<file path="src/pmu_cfg.svh">
`ifndef PMU_CFG_SVH
`define PMU_CFG_SVH
// ****************************************************************
// Timing
// ****************************************************************
`define CLK_PERIOD_NS      10
`define DEBOUNCE_MS        50
`define RELEASE_MS         100
`define DEBOUNCE_CYCLES    ((`DEBOUNCE_MS * 1000000) / `CLK_PERIOD_NS)
`define RELEASE_CYCLES     ((`RELEASE_MS * 1000000) / `CLK_PERIOD_NS)
// ****************************************************************
// Register offsets
// ****************************************************************
`define CTRL_ONE_ADDR      8'h10
`define BUCK_SET_ADDR      8'h11
`define REG_CTRL_ADDR      8'h12
`define PIN_DIR_ADDR       8'h13
`define PIN_LEVEL_ADDR     8'h14
`define MASK_ADDR          8'h15
`define FLAG_ADDR          8'h16
// ****************************************************************
// Field positions
// ****************************************************************
`define HOLD_BIT_POS       7
`define GLOBAL_HOLD_POS    5
`define PIN_COUNT          4
// ****************************************************************
// Reset values
// ****************************************************************
`define CTRL_ONE_RST       8'h00
`define BUCK_SET_RST       8'h00
`define REG_CTRL_RST       8'h00
`define PIN_DIR_RST        4'hC
`define PIN_LEVEL_RST      4'h0
`define MASK_RST           8'hFF
`define FLAG_RST           8'h00
`define UNMAPPED_READ      8'h00
`endif

</file>
<file path="src/pmu_pkg.sv">
package pmu_pkg;
  // Supervisor states
  typedef enum logic [1:0] {
    SUP_HOLD    = 2'b00,
    SUP_COUNT   = 2'b01,
    SUP_RELEASE = 2'b10
  } sup_state_t;

  // Register file image
  typedef struct packed {
    logic [7:0] control_reg_one;
    logic [7:0] buck_setting_reg;
    logic [7:0] regulator_control_reg;
    logic [3:0] pin_direction_reg;
    logic [3:0] pin_level_reg;
    logic [7:0] irq_mask_reg_a;
    logic [7:0] irq_flag_reg_a;
  } regs_t;

  // Regulator enables and shutdown view
  typedef struct packed {
    logic buck_en;
    logic ldo_en;
    logic thermal_sense_en;
    logic shutdown;
  } power_t;
endpackage : pmu_pkg

</file>
<file path="src/pmu_power_enable_reset_irq.sv">
`timescale 1ns/100ps
`include "pmu_cfg.svh"
module pmu_power_enable_reset_irq
  import pmu_pkg::*;
#(
  parameter int unsigned DEBOUNCE_CYCLES = `DEBOUNCE_CYCLES,
  parameter int unsigned RELEASE_CYCLES  = `RELEASE_CYCLES,
  parameter bit          ADJUSTABLE      = 1'b0,
  parameter logic [7:0]  BOTH_EDGE_MASK  = 8'h0F
) (
  // Clock and reset
  input  wire logic        clk,
  input  wire logic        arst_n,
  // Analog status, asynchronous
  input  wire logic        undervoltage_lockout,
  input  wire logic        ldo_over_temp,
  input  wire logic        ldo_power_good,
  input  wire logic        threshold_above,
  input  wire logic        adapter_source_valid,
  input  wire logic        battery_present,
  // User pins, asynchronous
  input  wire logic        power_button_n,
  input  wire logic        buck_hold_in,
  input  wire logic        regulator_hold_in,
  // Interrupt sources, asynchronous
  input  wire logic [7:0]  irq_source,
  // Register access from the serial slave
  input  wire logic        reg_wr,
  input  wire logic        reg_rd,
  input  wire logic [7:0]  reg_addr,
  input  wire logic [7:0]  reg_wdata,
  output logic [7:0]       reg_rdata,
  // Regulator control
  output logic             buck_converter_en,
  output logic             linear_regulator_en,
  output logic             thermal_sense_en,
  output logic             shutdown,
  output logic             adapter_power_good,
  // Pin configuration
  output logic [3:0]       pin_direction,
  output logic [3:0]       pin_level,
  // Open-drain outputs, oe high pulls low
  output logic             reset_out,
  output logic             reset_oe,
  output logic             irq_out,
  output logic             irq_oe
);

  // ****************************************************************
  // State
  // ****************************************************************
  typedef struct packed {
    logic [1:0]  uv_s, ot_s, pg_s, th_s, ad_s, bat_s, pb_s, bh_s, rh_s;
    logic [15:0] irq_s;        // Two stages of eight sources
    logic        pb_db;        // Debounced button, low = pressed
    logic [31:0] db_cnt;       // Debounce counter
    logic        powered_once; // First power-up seen on battery
    logic        buck_on;
    logic        ldo_on;
    logic [7:0]  src_prev;     // Previous source levels
    sup_state_t  sup;
    logic [31:0] rel_cnt;      // Release delay counter
    regs_t       regs;
    logic [7:0]  rdata;
    logic        rst_oe;
    logic        int_oe;
    logic        apg;
    logic        tsen;
    logic        sd;
    logic        hot_off;      // Thermal trip held until requests drop
  } st_t;

  st_t st_r, st_nxt;

  // Synchronised levels, second stage only
  logic uv, ot, pg, th, ad, bat, pb, bh, rh;
  logic [7:0] src;
  assign uv  = st_r.uv_s[1];
  assign ot  = st_r.ot_s[1];
  assign pg  = st_r.pg_s[1];
  assign th  = st_r.th_s[1];
  assign ad  = st_r.ad_s[1];
  assign bat = st_r.bat_s[1];
  assign pb  = st_r.pb_s[1];
  assign bh  = st_r.bh_s[1];
  assign rh  = st_r.rh_s[1];
  assign src = st_r.irq_s[15:8];

  // ****************************************************************
  // Next state
  // ****************************************************************
  always_comb begin
    logic       want_buck, want_ldo, rst_cond, reg_dflt;
    logic [7:0] edge_hit, set_v;
    want_buck = 1'b0;
    want_ldo  = 1'b0;
    rst_cond  = 1'b0;
    reg_dflt  = 1'b0;
    edge_hit  = 8'h00;
    set_v     = 8'h00;
    st_nxt = st_r;
    // Two-flop synchronisers
    st_nxt.uv_s  = {st_r.uv_s[0], undervoltage_lockout};
    st_nxt.ot_s  = {st_r.ot_s[0], ldo_over_temp};
    st_nxt.pg_s  = {st_r.pg_s[0], ldo_power_good};
    st_nxt.th_s  = {st_r.th_s[0], threshold_above};
    st_nxt.ad_s  = {st_r.ad_s[0], adapter_source_valid};
    st_nxt.bat_s = {st_r.bat_s[0], battery_present};
    st_nxt.pb_s  = {st_r.pb_s[0], power_button_n};
    st_nxt.bh_s  = {st_r.bh_s[0], buck_hold_in};
    st_nxt.rh_s  = {st_r.rh_s[0], regulator_hold_in};
    st_nxt.irq_s = {st_r.irq_s[7:0], irq_source};

    // Adapter flag mirrors a valid charging source
    st_nxt.apg = ad;

    // Debounce: restart on any change before expiry
    if (pb == st_r.pb_db) begin
      st_nxt.db_cnt = '0;
    end else if (st_r.db_cnt >= DEBOUNCE_CYCLES - 1) begin
      st_nxt.pb_db  = pb;
      st_nxt.db_cnt = '0;
    end else begin
      st_nxt.db_cnt = st_r.db_cnt + 32'd1;
    end

    // Hold pins act as enables only after a first power-up on battery
    if (!bat) begin
      st_nxt.powered_once = 1'b0;
    end else if (!st_r.pb_db || st_r.apg) begin
      st_nxt.powered_once = 1'b1;
    end

    want_buck = !st_r.pb_db || st_r.apg
      || (st_r.buck_on && st_r.regs.buck_setting_reg[`HOLD_BIT_POS])
      || (bh && (st_r.buck_on || st_r.powered_once))
      || st_r.regs.control_reg_one[`GLOBAL_HOLD_POS];
    want_ldo  = !st_r.pb_db || st_r.apg
      || (st_r.ldo_on && st_r.regs.regulator_control_reg[`HOLD_BIT_POS])
      || (rh && (st_r.ldo_on || st_r.powered_once))
      || st_r.regs.control_reg_one[`GLOBAL_HOLD_POS];

    // Trip is held: the sensor goes dark once the regulator drops
    if (st_r.tsen && ot) begin
      st_nxt.hot_off = 1'b1;
    end else if (!want_buck && !want_ldo) begin
      st_nxt.hot_off = 1'b0;
    end
    // Lockout and over-temperature override every enable
    if (uv || (st_r.tsen && ot) || st_r.hot_off) begin
      st_nxt.buck_on = 1'b0;
      st_nxt.ldo_on  = 1'b0;
    end else begin
      st_nxt.buck_on = want_buck;
      st_nxt.ldo_on  = want_ldo;
    end
    st_nxt.tsen = st_nxt.ldo_on;
    st_nxt.sd   = !st_nxt.buck_on && !st_nxt.ldo_on;

    // Supervisor condition per variant
    if (ADJUSTABLE) begin
      rst_cond = !th;
    end else begin
      rst_cond = !pg || !st_r.ldo_on;
    end

    // Release only after the condition stays absent for the delay
    unique case (st_r.sup)
      SUP_HOLD: begin
        st_nxt.rel_cnt = '0;
        if (!rst_cond) begin
          st_nxt.sup = SUP_COUNT;
        end
      end
      SUP_COUNT: begin
        if (rst_cond) begin
          st_nxt.sup     = SUP_HOLD;
          st_nxt.rel_cnt = '0;
        end else if (st_r.rel_cnt >= RELEASE_CYCLES - 1) begin
          st_nxt.sup = SUP_RELEASE;
        end else begin
          st_nxt.rel_cnt = st_r.rel_cnt + 32'd1;
        end
      end
      SUP_RELEASE: begin
        if (rst_cond) begin
          st_nxt.sup = SUP_HOLD;
        end
      end
      default: st_nxt.sup = SUP_HOLD;
    endcase
    st_nxt.rst_oe = (st_nxt.sup != SUP_RELEASE);

    // Interrupt edge detection, set only when unmasked
    for (int i = 0; i < 8; i++) begin
      edge_hit[i] = BOTH_EDGE_MASK[i] ? (src[i] ^ st_r.src_prev[i])
                                      : (src[i] & ~st_r.src_prev[i]);
    end
    set_v = edge_hit & ~st_r.regs.irq_mask_reg_a;
    st_nxt.src_prev = src;

    // Register writes
    if (reg_wr) begin
      unique case (reg_addr)
        `CTRL_ONE_ADDR:  st_nxt.regs.control_reg_one       = reg_wdata;
        `BUCK_SET_ADDR:  st_nxt.regs.buck_setting_reg      = reg_wdata;
        `REG_CTRL_ADDR:  st_nxt.regs.regulator_control_reg = reg_wdata;
        `PIN_DIR_ADDR:   st_nxt.regs.pin_direction_reg     = reg_wdata[3:0];
        `PIN_LEVEL_ADDR: st_nxt.regs.pin_level_reg         = reg_wdata[3:0];
        `MASK_ADDR:      st_nxt.regs.irq_mask_reg_a        = reg_wdata;
        default: st_nxt.rdata = st_nxt.rdata;
      endcase
    end

    // Register reads; flag read clears, new events win
    st_nxt.rdata = `UNMAPPED_READ;
    if (reg_rd) begin
      unique case (reg_addr)
        `CTRL_ONE_ADDR:  st_nxt.rdata = st_r.regs.control_reg_one;
        `BUCK_SET_ADDR:  st_nxt.rdata = st_r.regs.buck_setting_reg;
        `REG_CTRL_ADDR:  st_nxt.rdata = st_r.regs.regulator_control_reg;
        `PIN_DIR_ADDR:   st_nxt.rdata = {4'h0, st_r.regs.pin_direction_reg};
        `PIN_LEVEL_ADDR: st_nxt.rdata = {4'h0, st_r.regs.pin_level_reg};
        `MASK_ADDR:      st_nxt.rdata = st_r.regs.irq_mask_reg_a;
        `FLAG_ADDR: begin
          st_nxt.rdata = st_r.regs.irq_flag_reg_a;
          st_nxt.regs.irq_flag_reg_a = '0;
        end
        default: st_nxt.rdata = `UNMAPPED_READ;
      endcase
    end
    st_nxt.regs.irq_flag_reg_a = st_nxt.regs.irq_flag_reg_a | set_v;

    // Defaults on lockout or while reset pin is pulled low
    reg_dflt = uv || st_r.rst_oe;
    if (reg_dflt) begin
      st_nxt.regs.control_reg_one       = `CTRL_ONE_RST;
      st_nxt.regs.buck_setting_reg      = `BUCK_SET_RST;
      st_nxt.regs.regulator_control_reg = `REG_CTRL_RST;
      st_nxt.regs.pin_direction_reg     = `PIN_DIR_RST;
      st_nxt.regs.pin_level_reg         = `PIN_LEVEL_RST;
      st_nxt.regs.irq_mask_reg_a        = `MASK_RST;
      st_nxt.regs.irq_flag_reg_a        = `FLAG_RST;
    end
    st_nxt.int_oe = |st_nxt.regs.irq_flag_reg_a;
  end

  // ****************************************************************
  // State register
  // ****************************************************************
  always_ff @(posedge clk or negedge arst_n) begin
    if (!arst_n) begin
      st_r                              <= '0;
      st_r.pb_s                         <= 2'b11;
      st_r.pb_db                        <= 1'b1;
      st_r.sup                          <= SUP_HOLD;
      st_r.rst_oe                       <= 1'b1;
      st_r.sd                           <= 1'b1;
      st_r.regs.pin_direction_reg       <= `PIN_DIR_RST;
      st_r.regs.irq_mask_reg_a          <= `MASK_RST;
    end else begin
      st_r <= st_nxt;
    end
  end

  // ****************************************************************
  // Outputs from flops; reset_out and irq_out tied low
  // ****************************************************************
  assign reg_rdata           = st_r.rdata;
  assign buck_converter_en   = st_r.buck_on;
  assign linear_regulator_en = st_r.ldo_on;
  assign thermal_sense_en    = st_r.tsen;
  assign shutdown            = st_r.sd;
  assign adapter_power_good  = st_r.apg;
  assign pin_direction       = st_r.regs.pin_direction_reg;
  assign pin_level           = st_r.regs.pin_level_reg;
  assign reset_out           = 1'b0;
  assign reset_oe            = st_r.rst_oe;
  assign irq_out             = 1'b0;
  assign irq_oe              = st_r.int_oe;

endmodule : pmu_power_enable_reset_irq

</file>
<file path="config.mk">
export PLATFORM = sky130hd
export DESIGN_NAME = pmu_power_enable_reset_irq
export DESIGN_NICKNAME = d
export VERILOG_FILES = /design/src/pmu_pkg.sv /design/src/pmu_power_enable_reset_irq.sv
export VERILOG_INCLUDE_DIRS = /design/src
export SDC_FILE = /design/constraint.sdc
export NUM_CORES = 1
export LEC_CHECK = 0
export ABC_AREA = 1
export BUFFER_PORTS_ARGS = -buffer_cell sky130_fd_sc_hd__buf_2
export CAP_MARGIN = 0
export CORE_ASPECT_RATIO = 1.4
export CORE_MARGIN = 4
export CORE_UTILIZATION = 35
export DETAILED_ROUTE_END_ITERATION = 7
export PLACE_DENSITY = 0.48
export RECOVER_POWER = 50
export SLEW_MARGIN = 10
export SYNTH_ARGS = -nofsm -noshare
export SYNTH_HDL_FRONTEND = slang
export SYNTH_SLANG_ARGS = --single-unit
</file>
<file path="constraint.sdc">
create_clock -name clk -period 1.82 [get_ports clk]
set_input_delay 0.091 -clock clk [delete_from_list [all_inputs] [get_ports clk]]
set_output_delay 0.091 -clock clk [all_outputs]
set_load 0.005 [all_outputs]
</file>
==> metrics <==
actual slew at the worst max-slew pin=674 ps; DR vias/cell=4.55; # port buffers=58; CP delay by family, top=simple AND/OR/NAND/NOR gates; # diodes=0; WS Path Type=reg -> reg; Area Overhead vs Synth=23.0%; f_max=590 MHz; skew final=8.75 ps; routed wire length=18.3 mm; Worst VDD drop=617 µV; Crit Path Max Fanout=16; clock group share of total power=46.8%; # IOs=62; routed length per instance=14.0 µm; Cell Chain, Critical Path=ha_4 -> nand2_4 -> nor2_4 -> nand2_2 -> nand2_1 -> nand2_1 -> nand2_1 -> nand2_2 -> nand2_4 -> nand3_4 -> buf_12 -> a21boi_0; outcome=complete, no violations; max reg flops=118; Slew HR=54.6%; vias after detailed routing=5,976; H-tree Lvls=4; Worst Path Required=2170 ps; HP Class=in -> reg; layout cells sized above 1=17.6%; count leader, synth=nand2_1; Final Hold Fails=0; 1st-pass router iterations=4; GRT Total Usage=15.7%; Synth Register Bits=171; # nets final=1,046; top cell type by total area after synthesis=dfrtp_1; sw power=1910 µW; CTS tree=built; Die Height=183 µm; first-pass GRT wire length=30.4 mm; unrepaired setup endpoints after global routing=true; Post-DP HPWL=13.0 mm; Max Transition Viols Final=0; Largest stage delay, worst path=400 ps; Synth Flop Type=dfrtp_1; register share of total power=49.3%; clock slew at reported path FFs=70 ps; Yosys cell types=44; final hold slack=68.4 ps; Gate Count Post-Synth=890; CP max stage cell=dfrtp_1; die area=24,400 µm²; Post-synth top cells=nand2_1, dfrtp_1, nor2_1, nand3_1, inv_1; crit share post-route=93.1%; Worst Path Buf+Inv=1; CP dominant cell by count=nand2_1; yosys warns=0; core box area=21,400 µm²; vias in the first global route=6,051; pin count of the biggest net entering global routing=52; initial antenna violation count=0; Sw Ratio=23.9%; Netlist Area Pre-Place=7690 µm²; Top reg by flops=st_r; Seq/Total Area, Yosys=55.9%; post-layout util=44.3%; initial core utilization=36.0%; Residual DRC=0; Final Setup Violations=0; clock root buffer=clkbuf_16; Post-synth EDFFs=0; final worst setup slack=125 ps; total CTS buffers=17; crit start category=flop; CTS max path bufs=2; Setup WS pre-CTS=50.4 ps; max-cap viol count=0; Die W=133 µm; worst-skew pair later-pin latency=430 ps; Cell Rows=63; Internal=6100 µW; Async SR Flop Fraction=100%; Arr. time, crit path=2040 ps; top cells by area, synth=dfrtp_1, nand2_1, nor2_1, dfstp_2, nand3_1; syn avg cell area=8.64 µm²; post-synth top area share=50.8%; Comb pwr share=3.9%; initial drt markers=302; ANT nets after route=0; GR Overflow Total=0; pwr dens=847 nW/µm²; clk sink count=171; Leak=0.00452 µW; Placer Congestion=0.855; fin crit period=1700 ps; CP Capture Type=flop
## metrics by stage
stage | cell area [µm²] | setup TNS (ps) | total power (µW) | cells
2_1_floorplan | 7720 | 0 | 4100 | 900
3_3_place_gp | 8460 | 0 | 4310 | 1250
3_5_place_dp | 8460 | 0 | 4310 | 1250
4_1_cts | 9330 | 0 | 8160 | 1308
5_1_grt | 9460 | -10.7 | 8350 | 1312
6_report | 9460 | 0 | 8010 | 1312
## power by group through the flow
stage | registers, µW | clock network [µW] | logic, µW
after floorplan | 4010 | 0 | 91.0
after global placement | 4020 | 0 | 285
after detailed placement | 4020 | 0 | 284
after CTS | 3950 | 3890 | 328
after global routing | 3960 | 4030 | 360
final | 3950 | 3750 | 312
## cells by family after synthesis
logic type	count (synthesis)	share of synthesized area [%]
DFF	171	55.9
xor gates and xnor gates	27	3.08
other	1	0.0488
adders and majority gates	2	0.325
buffers and inverters	106	6.46
AOI/OAI and AO/OA	102	7.67
and+or+nand+nor	481	26.5
## per-layer routing
metal  wire (µm)  track usage, %  part of all wire [%]
met4         395            6.13                   2.2
met5           0               0                     0
met1        8070            18.9                    44
met2        9350            27.4                    51
met3         528            3.27                   2.9
## layout make-up
cell class	count	area (µm²)
clock buffer	17	425
clock inverter	15	179
fill	2117	11900
inverter	69	259
multi-input combinational	625	3040
sequential	171	4300
tap	292	365
timing repair buffer	123	893
## repair_timing
item,in CTS,in global routing
hold buffers,26,0
setup endpoints to repair,0,44
hold endpoints to repair,187,0
setup buffers,0,2
resized for setup,0,29
## cells in the final DEF, fill, tap and decap left out, drive strengths merged, types with 6 or more instances in the layout
cell type	count
xor2	21
conb	11
xnor2	6
nand3	73
clkbuf	22
inv	77
buf	92
a21oi	9
dlygate4sd3	26
nand4	8
nor3	14
dfstp	15
nor2	123
dfrtp	156
a21boi	8
o21ai	64
nand2	258
## final timing paths
kind | startpoint | cells after the start | to | slack (ps)
max | st_r[63] | 12 | st_r[90] | 120
min | reg_wr | 4 | st_r[29] | 70
max reg2reg | st_r[63] | 12 | st_r[90] | 120
min reg2reg | st_nxt[149] | 0 | src[1] | 340
max in group asynchronous | arst_n | 3 | st_r[72] | 740
min in group asynchronous | arst_n | 2 | reg_rdata[2] | 80
## worst reg2reg max path: cells and delay by family (launching register included)
family	cells	cell delay, ps
AO/OA/AOI/OAI	1	160
adder cells (fa/ha/maj)	1	160
buffers and inverters	1	200
flip-flops	1	400
AND/OR/NAND/NOR	9	670
Power figures use the tool's default switching activity.
